File: config.mk
export PLATFORM = sky130hd
export DESIGN_NAME = radio_rx_measurement_regs
export DESIGN_NICKNAME = d
export VERILOG_FILES = /design/src/core/radio_rx_measurement_regs.v /design/src/core/energy_integrator.v
export VERILOG_INCLUDE_DIRS = /design/src /design/src/shared
export SDC_FILE = /design/constraint.sdc
export NUM_CORES = 1
export LEC_CHECK = 0
export BUFFER_PORTS_ARGS = -buffer_cell sky130_fd_sc_hd__buf_2
export CORE_ASPECT_RATIO = 1.1
export CORE_MARGIN = 2
export CORE_UTILIZATION = 40
export DETAILED_ROUTE_END_ITERATION = 12
export SLEW_MARGIN = 0
export SYNTH_ARGS = -nofsm -noshare
export SYNTH_HDL_FRONTEND = slang
export SYNTH_SLANG_ARGS = --single-unit
File: constraint.sdc
create_clock -name clk -period 113.8 [get_ports clk]
set_clock_uncertainty 0.15 [all_clocks]
set_input_delay 11.38 -clock clk [delete_from_list [all_inputs] [get_ports clk]]
set_output_delay 11.38 -clock clk [all_outputs]
set_load 0.1 [all_outputs]
File: src/shared/rx_meas_regs.vh
// Purpose: address map, field positions, reset values and timing for rx measurement regs
// Assumes: 250 MHz core clock
// Notes:   included by the rx measurement register bank and its energy integrator
`ifndef RX_MEAS_REGS_VH
`define RX_MEAS_REGS_VH

// ------------------------------------------------------------
// register addresses (extended i/o space)
// ------------------------------------------------------------
`define ADDR_RX_QUALITY_STATUS      9'h146
`define ADDR_ENERGY_DETECT_RESULT   9'h147
`define ADDR_CHANNEL_ASSESS_CONTROL 9'h148
`define ADDR_CHANNEL_ASSESS_THRESH  9'h149

// ------------------------------------------------------------
// reset values
// ------------------------------------------------------------
`define RST_RX_QUALITY_STATUS      8'h00
`define RST_ENERGY_DETECT_RESULT   8'hFF
`define RST_CHANNEL_ASSESS_CONTROL 8'h2B
`define RST_CHANNEL_ASSESS_THRESH  8'h07

// ------------------------------------------------------------
// field positions
// ------------------------------------------------------------
`define CRC_VALID_BIT     7
`define RANDOM_MSB        6
`define RANDOM_LSB        5
`define STRENGTH_MSB      4
`define STRENGTH_LSB      0
`define ASSESS_REQ_BIT    7
`define ASSESS_MODE_MSB   6
`define ASSESS_MODE_LSB   5
`define CHANNEL_MSB       4
`define CHANNEL_LSB       0
`define CARRIER_THR_MSB   5
`define CARRIER_THR_LSB   4
`define ENERGY_THR_MSB    3
`define ENERGY_THR_LSB    0

// ------------------------------------------------------------
// assessment modes
// ------------------------------------------------------------
`define MODE_CS_OR_ED  2'h0
`define MODE_ED_ONLY   2'h1
`define MODE_CS_ONLY   2'h2
`define MODE_CS_AND_ED 2'h3

// ------------------------------------------------------------
// codes and scale
// ------------------------------------------------------------
`define STRENGTH_TOP     5'h1C
`define STRENGTH_STEP_DB 8'h03
`define STRENGTH_TOP_DB  8'h50
`define CARRIER_FIRST_MHZ 12'h965
`define CARRIER_STEP_MHZ  12'h005
`define ENERGY_TOP       8'h54
`define ENERGY_NONE      8'hFF
`define CHANNEL_FIRST    5'h0B
`define CHANNEL_LAST     5'h1A
`define RATE_STANDARD    2'h0

// ------------------------------------------------------------
// timing
// ------------------------------------------------------------
`define CLK_MHZ          250
`define RANDOM_PERIOD_NS 1000
`define STRENGTH_PERIOD_NS 2000
`define ED_LONG_US       128
`define ED_SHORT_US      32
`define RANDOM_CYCLES    ((`RANDOM_PERIOD_NS * `CLK_MHZ) / 1000)
`define STRENGTH_CYCLES  ((`STRENGTH_PERIOD_NS * `CLK_MHZ) / 1000)
`define ED_LONG_CYCLES   (`ED_LONG_US * `CLK_MHZ)
`define ED_SHORT_CYCLES  (`ED_SHORT_US * `CLK_MHZ)

`endif

File: src/core/radio_rx_measurement_regs.v
// Purpose: receive measurement register bank of the 2.4 ghz transceiver
// Assumes: cpu register port synchronous to clk; analog front end gives
//          power above base in 1 db steps and carrier sense as levels
// Notes:   radio state machine lives outside; it reports state and rate here
`include "rx_meas_regs.vh"

module radio_rx_measurement_regs #(
  parameter ED_LONG_CYCLES  = `ED_LONG_CYCLES,
  parameter ED_SHORT_CYCLES = `ED_SHORT_CYCLES
) (
  // clock and reset
  input  wire       clk,
  input  wire       rst_n,
  // cpu register port
  input  wire [8:0] reg_addr,
  input  wire       reg_wr,
  input  wire       reg_rd,
  input  wire [7:0] reg_wdata,
  output reg  [7:0] reg_rdata,
  // radio state and front end
  input  wire       rx_state,
  input  wire       basic_rx_state,
  input  wire       rx_on_state,
  input  wire [1:0] data_rate,
  input  wire       frame_end,
  input  wire       frame_crc_ok,
  input  wire [7:0] power_db,
  input  wire       carrier_sensed,
  input  wire [1:0] noise_bits,
  input  wire       auto_ed_start,
  // results toward radio and cpu
  output reg        receive_end_irq,
  output reg        assess_done_irq,
  output reg        assess_done_flag,
  output reg        assess_result_flag,
  output reg        channel_valid,
  output reg  [11:0] carrier_mhz,
  output reg  [1:0] carrier_threshold
);

  // ------------------------------------------------------------
  // registers
  // ------------------------------------------------------------
  reg        crc_valid_reg;
  reg  [1:0] random_bits;
  reg  [4:0] strength_reg;
  reg  [7:0] energy_result;
  reg        assess_request;
  reg  [1:0] assess_mode_sel;
  reg  [4:0] channel_reg;
  reg  [1:0] carrier_thr_reg;
  reg  [3:0] energy_threshold;
  reg  [7:0] rnd_count_reg;
  reg  [8:0] rssi_count_reg;
  reg        assess_busy_reg;

  wire       wr_ed;
  wire       wr_cca;
  wire       wr_thr;
  wire       ed_start;
  wire       ed_short;
  wire       ed_done;
  wire [7:0] ed_value;
  wire [4:0] strength_next;
  wire [7:0] power_clip;
  wire [7:0] strength_calc;
  wire       energy_busy;
  reg        assess_busy_next;

  // reset images, so fields can be sliced out of the packed reset bytes
  localparam [7:0] CTRL_RESET = `RST_CHANNEL_ASSESS_CONTROL;
  localparam [7:0] THR_RESET  = `RST_CHANNEL_ASSESS_THRESH;

  assign wr_ed  = reg_wr && (reg_addr == `ADDR_ENERGY_DETECT_RESULT);
  assign wr_cca = reg_wr && (reg_addr == `ADDR_CHANNEL_ASSESS_CONTROL);
  assign wr_thr = reg_wr && (reg_addr == `ADDR_CHANNEL_ASSESS_THRESH);

  // ------------------------------------------------------------
  // energy detection
  // ------------------------------------------------------------
  // a manual start comes from a register write or the assessment launch
  assign ed_start = wr_ed || auto_ed_start || (wr_cca && reg_wdata[`ASSESS_REQ_BIT]);
  // manual starts stay long while in rx_on; automatic ones shorten at high rate
  assign ed_short = (data_rate != `RATE_STANDARD) &&
                    !((wr_ed || wr_cca) && rx_on_state);

  energy_integrator #(
    .LONG_CYCLES  (ED_LONG_CYCLES),
    .SHORT_CYCLES (ED_SHORT_CYCLES)
  ) u_energy (
    .clk       (clk),
    .rst_n     (rst_n),
    .start     (ed_start),
    .use_short (ed_short),
    .power_db  (power_db),
    .done      (ed_done),
    .result    (ed_value)
  );

  // ------------------------------------------------------------
  // signal strength quantiser
  // ------------------------------------------------------------
  // code n covers base+3(n-1); below base gives 0, clipped at top code
  assign power_clip    = (power_db > `STRENGTH_TOP_DB) ? `STRENGTH_TOP_DB : power_db;
  assign strength_calc = power_clip / `STRENGTH_STEP_DB + 8'h01;
  assign strength_next = (power_db == 8'h00) ? 5'h00 :
                         (power_db >= `STRENGTH_TOP_DB) ? `STRENGTH_TOP :
                         strength_calc[4:0];

  // ------------------------------------------------------------
  // assessment decision
  // ------------------------------------------------------------
  // threshold is base + 2*field, compared against the finished energy value
  assign energy_busy = ed_value > {3'b000, energy_threshold, 1'b0};

  always @* begin
    case (assess_mode_sel)
      `MODE_CS_OR_ED:  assess_busy_next = carrier_sensed | energy_busy;
      `MODE_ED_ONLY:   assess_busy_next = energy_busy;
      `MODE_CS_ONLY:   assess_busy_next = carrier_sensed;
      `MODE_CS_AND_ED: assess_busy_next = carrier_sensed & energy_busy;
      default:         assess_busy_next = energy_busy;
    endcase
  end

  // ------------------------------------------------------------
  // register state
  // ------------------------------------------------------------
  always @(posedge clk or negedge rst_n) begin
    if (!rst_n) begin
      crc_valid_reg      <= 1'b0;
      random_bits        <= 2'h0;
      strength_reg       <= 5'h00;
      energy_result      <= `ENERGY_NONE;
      assess_request     <= 1'b0;
      assess_mode_sel    <= CTRL_RESET[`ASSESS_MODE_MSB:`ASSESS_MODE_LSB];
      channel_reg        <= CTRL_RESET[`CHANNEL_MSB:`CHANNEL_LSB];
      carrier_thr_reg    <= THR_RESET[`CARRIER_THR_MSB:`CARRIER_THR_LSB];
      energy_threshold   <= THR_RESET[`ENERGY_THR_MSB:`ENERGY_THR_LSB];
      rnd_count_reg      <= 8'h00;
      rssi_count_reg     <= 9'h000;
      assess_busy_reg    <= 1'b0;
      receive_end_irq    <= 1'b0;
      assess_done_irq    <= 1'b0;
      assess_done_flag   <= 1'b0;
      assess_result_flag <= 1'b0;
    end else begin
      receive_end_irq <= frame_end;
      assess_done_irq <= 1'b0;
      if (frame_end)
        crc_valid_reg <= frame_crc_ok;

      // random bits sampled once per microsecond
      if (rnd_count_reg == `RANDOM_CYCLES - 1) begin
        rnd_count_reg <= 8'h00;
        if (basic_rx_state)
          random_bits <= noise_bits;
      end else begin
        rnd_count_reg <= rnd_count_reg + 8'h01;
      end

      if (rssi_count_reg == `STRENGTH_CYCLES - 1) begin
        rssi_count_reg <= 9'h000;
        if (rx_state)
          strength_reg <= strength_next;
      end else begin
        rssi_count_reg <= rssi_count_reg + 9'h001;
      end

      if (ed_done)
        energy_result <= ed_value;

      // request bit never stores: launch happens on the write itself
      assess_request <= 1'b0;
      if (wr_cca) begin
        assess_mode_sel <= reg_wdata[`ASSESS_MODE_MSB:`ASSESS_MODE_LSB];
        channel_reg     <= reg_wdata[`CHANNEL_MSB:`CHANNEL_LSB];
        if (reg_wdata[`ASSESS_REQ_BIT]) begin
          assess_busy_reg  <= 1'b1;
          assess_done_flag <= 1'b0;
        end
      end
      if (wr_thr) begin
        carrier_thr_reg  <= reg_wdata[`CARRIER_THR_MSB:`CARRIER_THR_LSB];
        energy_threshold <= reg_wdata[`ENERGY_THR_MSB:`ENERGY_THR_LSB];
      end

      if (assess_busy_reg && ed_done) begin
        assess_busy_reg    <= 1'b0;
        assess_done_irq    <= 1'b1;
        assess_done_flag   <= 1'b1;
        assess_result_flag <= !assess_busy_next;
      end
    end
  end

  // ------------------------------------------------------------
  // channel to carrier frequency
  // ------------------------------------------------------------
  always @(posedge clk or negedge rst_n) begin
    if (!rst_n) begin
      channel_valid     <= 1'b0;
      carrier_mhz       <= 12'h000;
      carrier_threshold <= 2'h0;
    end else begin
      channel_valid     <= (channel_reg >= `CHANNEL_FIRST) && (channel_reg <= `CHANNEL_LAST);
      carrier_mhz       <= `CARRIER_FIRST_MHZ +
                           `CARRIER_STEP_MHZ * {7'h00, channel_reg - `CHANNEL_FIRST};
      carrier_threshold <= carrier_thr_reg;
    end
  end

  // ------------------------------------------------------------
  // read port
  // ------------------------------------------------------------
  always @(posedge clk or negedge rst_n) begin
    if (!rst_n) begin
      reg_rdata <= 8'h00;
    end else if (reg_rd) begin
      case (reg_addr)
        // writes to this address are ignored
        `ADDR_RX_QUALITY_STATUS:      reg_rdata <= {crc_valid_reg, random_bits, strength_reg};
        `ADDR_ENERGY_DETECT_RESULT:   reg_rdata <= energy_result;
        `ADDR_CHANNEL_ASSESS_CONTROL: reg_rdata <= {assess_request, assess_mode_sel, channel_reg};
        `ADDR_CHANNEL_ASSESS_THRESH:  reg_rdata <= {2'b00, carrier_thr_reg, energy_threshold};
        default:                      reg_rdata <= 8'h00;
      endcase
    end
  end

endmodule // radio_rx_measurement_regs

File: src/core/energy_integrator.v
// Purpose: energy detection accumulator over a programmable window
// Assumes: power sample is 1 db per lsb above base level, valid every cycle
// Notes:   result is the average over the window, clipped to the top code
`include "rx_meas_regs.vh"

module energy_integrator #(
  parameter LONG_CYCLES  = `ED_LONG_CYCLES,
  parameter SHORT_CYCLES = `ED_SHORT_CYCLES
) (
  // clock and reset
  input  wire       clk,
  input  wire       rst_n,
  // control
  input  wire       start,
  input  wire       use_short,
  // sample
  input  wire [7:0] power_db,
  // result
  output reg        done,
  output reg  [7:0] result
);

  reg  [15:0] count_reg;
  reg  [23:0] sum_reg;
  reg         busy_reg;
  reg  [15:0] length_reg;
  wire [23:0] sum_next;
  wire [23:0] average;

  assign sum_next = sum_reg + {16'h0000, power_db};
  // window lengths are powers of two apart; dividing by length keeps 1 db steps
  assign average  = sum_next / {8'h00, length_reg};

  always @(posedge clk or negedge rst_n) begin
    if (!rst_n) begin
      count_reg  <= 16'h0000;
      sum_reg    <= 24'h000000;
      busy_reg   <= 1'b0;
      length_reg <= 16'h0001;
      done       <= 1'b0;
      result     <= `ENERGY_NONE;
    end else begin
      done <= 1'b0;
      if (start) begin
        // a restart mid window discards the partial sum
        busy_reg   <= 1'b1;
        count_reg  <= 16'h0000;
        sum_reg    <= 24'h000000;
        length_reg <= use_short ? SHORT_CYCLES[15:0] : LONG_CYCLES[15:0];
      end else if (busy_reg) begin
        sum_reg   <= sum_next;
        count_reg <= count_reg + 16'h0001;
        if (count_reg == length_reg - 16'h0001) begin
          busy_reg <= 1'b0;
          done     <= 1'b1;
          result   <= (average > {16'h0000, `ENERGY_TOP}) ? `ENERGY_TOP : average[7:0];
        end
      end
    end
  end

endmodule // energy_integrator

Word-level counts from Yosys, hierarchy flattened. Index checks and enable logic that the tools add are counted.

Memories: 0. Output and inout port bits: 27. Bits in read-only memories: 0. Bits in registers: 140. Word-level logic and storage cells: 104. Bits in latches: 0. Memory bits (writable): 0.

Multipliers: 1. Bitwise operators: 3. Mux-type cells: 26. Divide/modulo/power cells: 2. Order comparisons: 6. Shifts and indexed selects: 0. Reductions and logical operators: 23. Add/sub/neg operators: 8. Equal/unequal tests: 10.

Operators by type and width (count): $mux W24 (2); $eq A9 B9 Y1 const B (5); $mux W16 (2); $pmux W8 S4 (1); $add A24 B8 Y24 (1); $div A24 B16 Y24 (1); $gt A24 B7 Y1 const B (1); $mux W8 (3); $add A16 B1 Y16 const B (1); $eq A16 B16 Y1 (1); $sub A16 B1 Y16 const B (1); $mux W15 (1); $mux W1 (13); $add A12 B8 Y12 const A (1); $mux W5 (2); $add A9 B1 Y9 const B (1); $mux W9 (1); $add A8 B1 Y8 const B (1); $div A8 B2 Y8 const B (1); $eq A8 B8 Y1 const B (1); $ge A8 B7 Y1 const B (1); $gt A8 B5 Y1 (1); $gt A8 B7 Y1 const B (1); $logic_and A1 B1 Y1 (8); other kinds (18) (27).

Longest topological paths before layout. Gate-level depths: netlist of run 1.

Depth in word-level cells: 7. Gate-level depth with buffers: 225. Depth with buffers taken out: 211.

Modules after synthesis. Synthesis of run 1 repeated with hierarchy kept, for this count alone.

Cell total of the unflattened synthesis: 2656. Area, all modules: 20402.1 um2.

By module, submodules not included: energy_integrator (instances 1, area an instance 16484.6 um2, cells an instance 2292); radio_rx_measurement_regs (instances 1, area an instance 3917.5 um2, cells an instance 364).

Worst setup path before layout of run 1. OpenSTA, ideal clock, no wires.

Path type: input -> register. Start: input power_db[4]. End: register u_energy.result[3]. Path slack: 61.500 ns. Library setup time: 0.062 ns. Arrival time: 52.088 ns. Cell stages on the path: 211. Cell sequence: ha_1 -> nand3_1 -> or2_1 -> a21oi_1 -> nor2_1 -> nor2_1 -> nand2_1 -> xnor2_1 -> ha_1 -> nor2_1 -> nor2_2 -> a31oi_1 -> a31oi_2 -> nand2_1 -> or3_4 -> a2111o_1 -> a21oi_4 -> nor4b_2 -> [175 not listed] -> a2111oi_0 -> nand4_1 -> a31oi_2 -> nand3_1 -> clkbuf_1 -> nor2_1 -> a21oi_1 -> ha_1 -> a21o_1 -> a21o_1 -> a21oi_1 -> nor2_1 -> a211oi_1 -> o211ai_1 -> a21oi_1 -> o31ai_1 -> o41ai_2 -> and2_1.

Longest elaborated chain between the ends: 4.

RTL lines: start, declared (line radio_rx_measurement_regs.v:27) `input wire [7:0] power_db,`; $add A24 B8 Y24 (*) (line energy_integrator.v:30) `assign sum_next = sum_reg + {16'h0000, power_db};`; $div A24 B16 Y24 (*) (line energy_integrator.v:32) `assign average = sum_next / {8'h00, length_reg};`; $gt A24 B7 Y1 (line energy_integrator.v:56) `` result <= (average > {16'h0000, `ENERGY_TOP}) ? `ENERGY_TOP : average[7:0]; ``; $mux W8 (*) (line energy_integrator.v:56); end signal, assigned (line energy_integrator.v:41) `` result <= `ENERGY_NONE; ``; end signal, assigned (line energy_integrator.v:56); end, declared (line energy_integrator.v:20) `output reg [7:0] result`.

Mark *: on every way between the ends. The rest lies on a longest branch, timed or not. A chain may end at the register's enable or synchronous reset.

Worst setup path in the final report of run 1. Same ends and word-level chain as after synthesis.

==> flow_metrics.tcl, run 1 <==
set metrics [dict create \
    vias 20609 \
    drive_above_1_share_pct 10.52 \
    clkPwrFrac_pct 24.5 \
    globalplace.congestion 0.9507 \
    endpoint "u_energy.result[3]$_DFFE_PN1P_" \
    startpoint_type "input pin" \
    rsz0062_at_grt "false" \
    cts_setup_buffers 0 \
    chipWidth_um 217.7 \
    pwr-share-seq_pct 22.4 \
    synth_cell_type_count 131 \
    status "finished, final reports clean" \
    r2r_cells 194 \
    yosysTopAreaCellShare_pct 12.83 \
    chipHeight_um 239.1 \
    grt_pass1_vias 19873 \
    drtAntennaViolNets 0 \
    synth_edf_count 0 \
    yosys-top-cells-count "nor2_1, nand2_1, a21oi_1, ha_1, o21ai_0" \
    post-synth-top-count-cell "nor2_1" \
    intPower_mw 0.1199 \
    ys_top_cells_by_area "dfrtp_1, ha_1, nor2_1, a21oi_1, xor2_1" \
    fin_ws_ns 53.82 \
    p_sw_share_pct 45.21 \
    fmax_mhz 16.67 \
    dieArea_sq_mm 0.05205 \
    core_sq_mm 0.04982 \
    postRouteWirelength_mm 62.56 \
    insertion_delay_ns 0.43 \
    syn_area_sq_mm 0.02010 \
    io_buffers 65 \
    synth_fp_nets 2853 \
    synth_ff_type "dfrtp_1" \
    ys_ff_latch 127 \
    via_per_inst 6.167 \
    gr-total-overflow 0 \
    fin_nets 2880 \
    async_reset_ff_share_pct 100.0 \
    avgSynthCellArea_sq_um 7.609 \
    fin_crit_sh_pct 52.70 \
    power_density_mw_per_mm2 10.12 \
    track_usage_pct 23.72 \
    final.min_clock_period_ns 59.98 \
    fin_util_pct 43.40 \
    grt_max_degree 67 \
    tightest_slew_ns 1.031 \
    critPathMaxFanout 26 \
    ys_seq_area_share_pct 15.96 \
    initial_core_util_pct 40.34 \
    dp_slack_ns 54.11 \
    drc_errors 0 \
    largest_reg_flops 24 \
    synthToLayoutAreaGrowth_pct 7.602 \
    hold_class "reg2reg" \
    critical_path_class "in2reg" \
    max_slew_margin_pct 30.90 \
    cts_tree "yes" \
    cts_resized 0 \
    crit_top_cell "a21o_1" \
    clk_pin_slew_worst_paths_ns 0.06 \
    p_sw_mw 0.09897 \
    fillers 5017 \
    regToRegEndpoint "u_energy.result[3]$_DFFE_PN1P_" \
    synthesis.instances 2641 \
    yosys.area.top_type "dfrtp_1" \
    final_hold_viol_count 0 \
    numCtsBuffers 17 \
    dpl.hpwl_mm 50.00 \
    multi_input_area_sq_mm 0.01622 \
    cts_sinks 127 \
    cp.arrival_ns 60.19 \
    reg2reg_slack_ns 64.59 \
    peakVddDrop_v 0.00001509 \
    drtIter0Drc 1636 \
    cts_root_buf "clkbuf_16" \
    p_leak_nw 9.628 \
    worstSetupStartpoint "power_db[4]" \
    boundaryPins 67 \
    setup_violations 0 \
    synth_warnings 0 \
    max-cap-violations 0 \
    clockBufferDepth 2 \
    wl_per_cell_um 18.72 \
    cts_hold_buffers 0 \
    cp-end-kind "flop" \
    grt_pass1_wl_mm 102.7 \
    antenna_found_initial 2 \
    regArea_sq_mm 0.003208 \
    reg2reg_from "u_energy.sum_reg[4]$_DFFE_PN0P_" \
    rows 86 \
    finalPower_mw 0.2189 \
    worstPathRequired_ns 114.01 \
    finalMaxSlewViolations 0 \
    max_stage_delay_ns 0.86 \
    drt_pre_antenna_iters 7 \
    h-tree-depth 4 \
    power_frac_comb_pct 53.1 \
    fin_tns_setup_ns 0 \
    slowest_stage "a221oi_2" \
]
-- layout make-up --
type                            count  area share, %
Timing Repair Buffer               77          1.933
Clock buffer                       19          2.100
Multi-Input combinational cell   2348          75.01
Clock inverter                     13         0.6018
Sequential cell                   127          14.84
Antenna cell                        1        0.01157
Tap cell                          660          3.819
Inverter                           97          1.684
-- metrics by stage --
step           instance area, sq um  hold slack (ns)  cells
4_1_cts                       21620           0.2481   3341
3_5_place_dp                  21040           0.2354   3309
2_1_floorplan                 20100           0.2197   2641
6_report                      21620           0.2456   3342
5_1_grt                       21620           0.2603   3341
3_3_place_gp                  21040           0.2305   3309
-- layout by cell type (no fill, tap or decap), types with 46 or more instances in the layout --
cell type | synthesis | final
buf_2 | 14 | 64
a21o_1 | 68 | 68
a21oi_1 | 183 | 183
inv_1 | 97 | 95
nor3_1 | 83 | 82
xor2_1 | 103 | 103
o21ai_0 | 124 | 124
xnor2_1 | 92 | 92
nor2_1 | 278 | 278
nand2_1 | 230 | 230
nand3_1 | 107 | 107
ha_1 | 171 | 171
and3_1 | 46 | 46
dfrtp_1 | 103 | 103
-- routing by layer --
layer	GRT usage (%)	part of all wire, %	vias up
li1	-	-	10051
met1	30.66	45	9879
met2	42.08	48	576
met3	2.176	4.1	99
met4	6.164	2.1	4
met5	0	0.043	-
-- power groups by stage --
stage	Sequential, mW	Combinational (mW)	Clock (mW)
floorplan	0.0527	0.0843	0
global placement	0.0497	0.113	0
detailed placement	0.0498	0.114	0
CTS	0.0490	0.114	0.0547
global route	0.0492	0.128	0.0570
finish	0.0490	0.116	0.0537
-- logic make-up (layout without fill, tap and decap cells) --
| kind of cell | Yosys count | after routing | synth area share (%) |
|---|---|---|---|
| simple gates | 1083 | 1083 | 27.82 |
| compound gates | 828 | 828 | 29.75 |
| xor+xnor | 199 | 199 | 8.854 |
| fa+ha+maj | 172 | 172 | 10.75 |
| buf+inv | 166 | 206 | 3.375 |
| flops | 127 | 127 | 15.96 |
| mux | 64 | 64 | 3.456 |
| other cells | 2 | 3 | 0.03737 |
-- worst min path at each step --
stage,from,to,slack [ns],cells after the start
5_1_grt,carrier_thr_reg[1]$_DFFE_PN0P_,carrier_threshold[1]$_DFF_PN0_,0.26,0
4_1_cts,carrier_thr_reg[1]$_DFFE_PN0P_,carrier_threshold[1]$_DFF_PN0_,0.25,0
3_3_place_gp,carrier_thr_reg[1]$_DFFE_PN0P_,carrier_threshold[1]$_DFF_PN0_,0.23,0
6_report,carrier_thr_reg[1]$_DFFE_PN0P_,carrier_threshold[1]$_DFF_PN0_,0.25,0
2_1_floorplan,carrier_thr_reg[0]$_DFFE_PN0P_,carrier_threshold[0]$_DFF_PN0_,0.22,0
3_5_place_dp,carrier_thr_reg[1]$_DFFE_PN0P_,carrier_threshold[1]$_DFF_PN0_,0.24,0
-- critical path: cells and delay by family --
kind                     cells  cell delay, ns
XOR/XNOR                     4            0.83
buffers and inverters        3            0.33
adder cells (fa/ha/maj)     20            6.63
AND/OR/NAND/NOR             81           19.22
AO/OA/AOI/OAI               82           19.79
multiplexers                 5            1.92
(Power assumes the default switching activity.)
==> inputs of run 2 (changes only) <==
Settings changed: ABC_AREA from default to 1.
Clock period 113.8 ns to 54.6 ns, I/O delays scaled along.
==> run 2 against run 1 <==
Net effect: total power increased to 2.9 times the previous value; highest routed layer unchanged; critical endpoint unchanged; critical path depth is 10 higher; count of clock-buffer cells in the layout decreased by 2.
==> flow_metrics.tcl, run 2 <==
set metrics [dict create \
    status "finished, final reports clean" \
    cts_sinks 127 \
    track_usage_pct 21.16 \
    largest_reg_flops 24 \
    diodes 0 \
    dpl.hpwl_mm 55.40 \
    peakVddDrop_v 0.00002489 \
    globalplace.congestion 0.9703 \
    drtIter0Drc 1290 \
    drt_pre_antenna_iters 5 \
    finalMaxSlewViolations 0 \
    cts_tree "yes" \
    tightest_slew_ns 0.9889 \
    synth_fp_nets 3857 \
    max-cap-violations 0 \
    rows 94 \
    synth_compound_area_share_pct 11.97 \
    fin_crit_sh_pct 77.31 \
    yosysTopAreaCellShare_pct 10.77 \
    yosys-top-cells-count "nand2_1, inv_1, nor2_1, nand3_1, o21ai_0" \
    crit_top_cell "inv_1" \
    chipHeight_um 262.5 \
    h-tree-depth 4 \
    drc_errors 0 \
    cp_top_family "simple AND/OR/NAND/NOR gates" \
    avgSynthCellArea_sq_um 6.664 \
    final.min_clock_period_ns 42.21 \
    max_stage_delay_ns 0.58 \
    drive_above_1_share_pct 20.43 \
    setup_violations 0 \
    max_slew_margin_pct 34.07 \
    cts_setup_buffers 0 \
    via_per_inst 5.142 \
    grt_pass1_wl_mm 110.6 \
    clockBufferDepth 2 \
    hold_class "reg2reg" \
    synth_top_family_by_area "simple AND/OR/NAND/NOR gates" \
    yosys.area_share.simple_pct 46.73 \
    initial_core_util_pct 40.49 \
    critical_path_buf_inv_count 37 \
    cp_num_cells 205 \
    intPower_mw 0.2944 \
    critPathMaxFanout 29 \
    cts_hold_buffers 0 \
    critical_path_class "in2reg" \
    fin_nets 3909 \
    synthesis.instances 3645 \
    reg2reg_from "u_energy.sum_reg[0]$_DFFE_PN0P_" \
    yosys-mux-area-fraction_pct 0.3245 \
    synthToLayoutAreaGrowth_pct 6.032 \
    regToRegEndpoint "u_energy.result[3]$_DFFE_PN1P_" \
    gr-total-overflow 0 \
    r2r_cells 204 \
    core_sq_mm 0.05998 \
    grt_max_degree 69 \
    grt_pass1_vias 22250 \
    post-synth-top-count-cell "nand2_1" \
    p_sw_mw 0.3337 \
    cp-end-kind "flop" \
    numCtsBuffers 17 \
    synth_cell_type_count 91 \
    async_reset_ff_share_pct 100.0 \
    clk_pin_slew_worst_paths_ns 0.06 \
    io_buffers 65 \
    vias 23026 \
    synth_warnings 0 \
    cts_resized 0 \
    fmax_mhz 23.69 \
    rsz0062_at_grt "false" \
    reg2reg_slack_ns 17.17 \
    clkPwrFrac_pct 18.3 \
    ys_seq_area_share_pct 13.21 \
    ys_top_cells_by_area "nand2_1, dfrtp_1, ha_1, inv_1, nand2_4" \
    final_cell_mix "nand2_1, inv_1, nor2_1, nand3_1, o21ai_0" \
    antenna_found_initial 3 \
    boundaryPins 67 \
    final_hold_viol_count 0 \
    synth_ff_type "dfrtp_1" \
    synth_fa_ha_area_share_pct 8.891 \
    worstPathRequired_ns 54.82 \
    insertion_delay_ns 0.43 \
    mostFrequentLayoutCell "nand2_1" \
    power_density_mw_per_mm2 24.39 \
    synth-xor-area-share_pct 7.207 \
    worstSetupStartpoint "power_db[0]" \
    fin_tns_setup_ns 0 \
    ys_ff_latch 127 \
    synth_edf_count 0 \
    power_frac_comb_pct 65.4 \
    postRouteWirelength_mm 67.19 \
    endpoint "u_energy.result[3]$_DFFE_PN1P_" \
    pwr-share-seq_pct 16.3 \
    drtAntennaViolNets 0 \
    chipWidth_um 239.0 \
    yosys.area.top_type "nand2_1" \
    p_sw_share_pct 53.13 \
    cp.arrival_ns 42.43 \
    finalPower_mw 0.6281 \
    dieArea_sq_mm 0.06271 \
    syn_area_sq_mm 0.02429 \
    slowest_stage "o21ai_0" \
    cts_root_buf "clkbuf_16" \
    wl_per_cell_um 15.00 \
    p_leak_nw 13.75 \
    startpoint_type "input pin" \
]
run 2: cell types whose count changed in the layout (fill, tap and decap cells not counted), moves of 42 or more:
cell / delta
inv_1: +409
nand2_2: +163
nand3_1: +177
nand2_1: +467
nand3_2: +49
nor2_2: +49
a21o_1: -64
nand2_4: +143
inv_2: +47
and2_1: -42
o21ai_0: +63
nor2_1: +48
run 2: final cells by class:
type                       instances  area [sq um]
timing repair buffer              71         376.6
inverter                         586          2361
multi-input combinational       2894         18250
sequential                       127          3208
clock inverter                    15         168.9
clock buffer                      17         425.4
fill                            6369         34230
tap                              768         960.9
run 2: power by group through the flow:
stage               Combinational (mW)  Clock [mW]  Sequential [mW]
floorplan                        0.316           0            0.121
global placement                 0.410           0            0.104
detailed placement               0.409           0            0.104
CTS                              0.411       0.117            0.102
global route                     0.452       0.121            0.103
finish                           0.411       0.115            0.102
run 2: cells by family (layout without fill, tap and decap cells):
kind of cell    after synthesis  count (layout)
simple gates               2012            2012
buf+inv                     624             689
compound gates              502             502
xor+xnor                    199             199
fa+ha+maj                   172             172
flops                       127             127
mux                           7               7
other cells                   2               2
run 2: how the worst min path moves through the flow:
stage	from	end	slack, ns	depth (start not counted)
after floorplan	carrier_thr_reg[0]$_DFFE_PN0P_	carrier_threshold[0]$_DFF_PN0_	0.22	0
after global placement	carrier_thr_reg[1]$_DFFE_PN0P_	carrier_threshold[1]$_DFF_PN0_	0.23	0
after detailed placement	carrier_thr_reg[1]$_DFFE_PN0P_	carrier_threshold[1]$_DFF_PN0_	0.24	0
after CTS	carrier_thr_reg[1]$_DFFE_PN0P_	carrier_threshold[1]$_DFF_PN0_	0.26	0
after global routing	carrier_thr_reg[1]$_DFFE_PN0P_	carrier_threshold[1]$_DFF_PN0_	0.27	0
final	carrier_thr_reg[1]$_DFFE_PN0P_	carrier_threshold[1]$_DFF_PN0_	0.26	0
run 2: metal layers:
metal,GRT usage [%],wire [um],up-vias
met1,27.17,30830,10456
met4,5.625,1576,6
met5,0,37,-
met2,37.70,32600,437
li1,-,-,12017
met3,1.817,2147,110
run 2: stage by stage:
step | std cells | hold WS (ns) | util (%) | area [sq um] | worst slack, ns
6_report | 4478 | 0.2568 | 42.94 | 25750 | 12.39
5_1_grt | 4478 | 0.2749 | 42.94 | 25750 | 9.068
4_1_cts | 4478 | 0.2561 | 42.94 | 25750 | 12.57
3_5_place_dp | 4446 | 0.2411 | 41.95 | 25160 | 12.23
3_3_place_gp | 4446 | 0.2322 | 41.95 | 25160 | 12.84
2_1_floorplan | 3645 | 0.2241 | - | 24290 | 17.72
run 2: worst register-to-register path, delay by kind of cell, from the launching register on:
family	cells	cell delay (ns)
xor+xnor	8	1.72
simple gates	115	17.12
flops	1	0.37
compound gates	24	6.87
buf+inv	36	3.88
fa+ha+maj	21	7.24
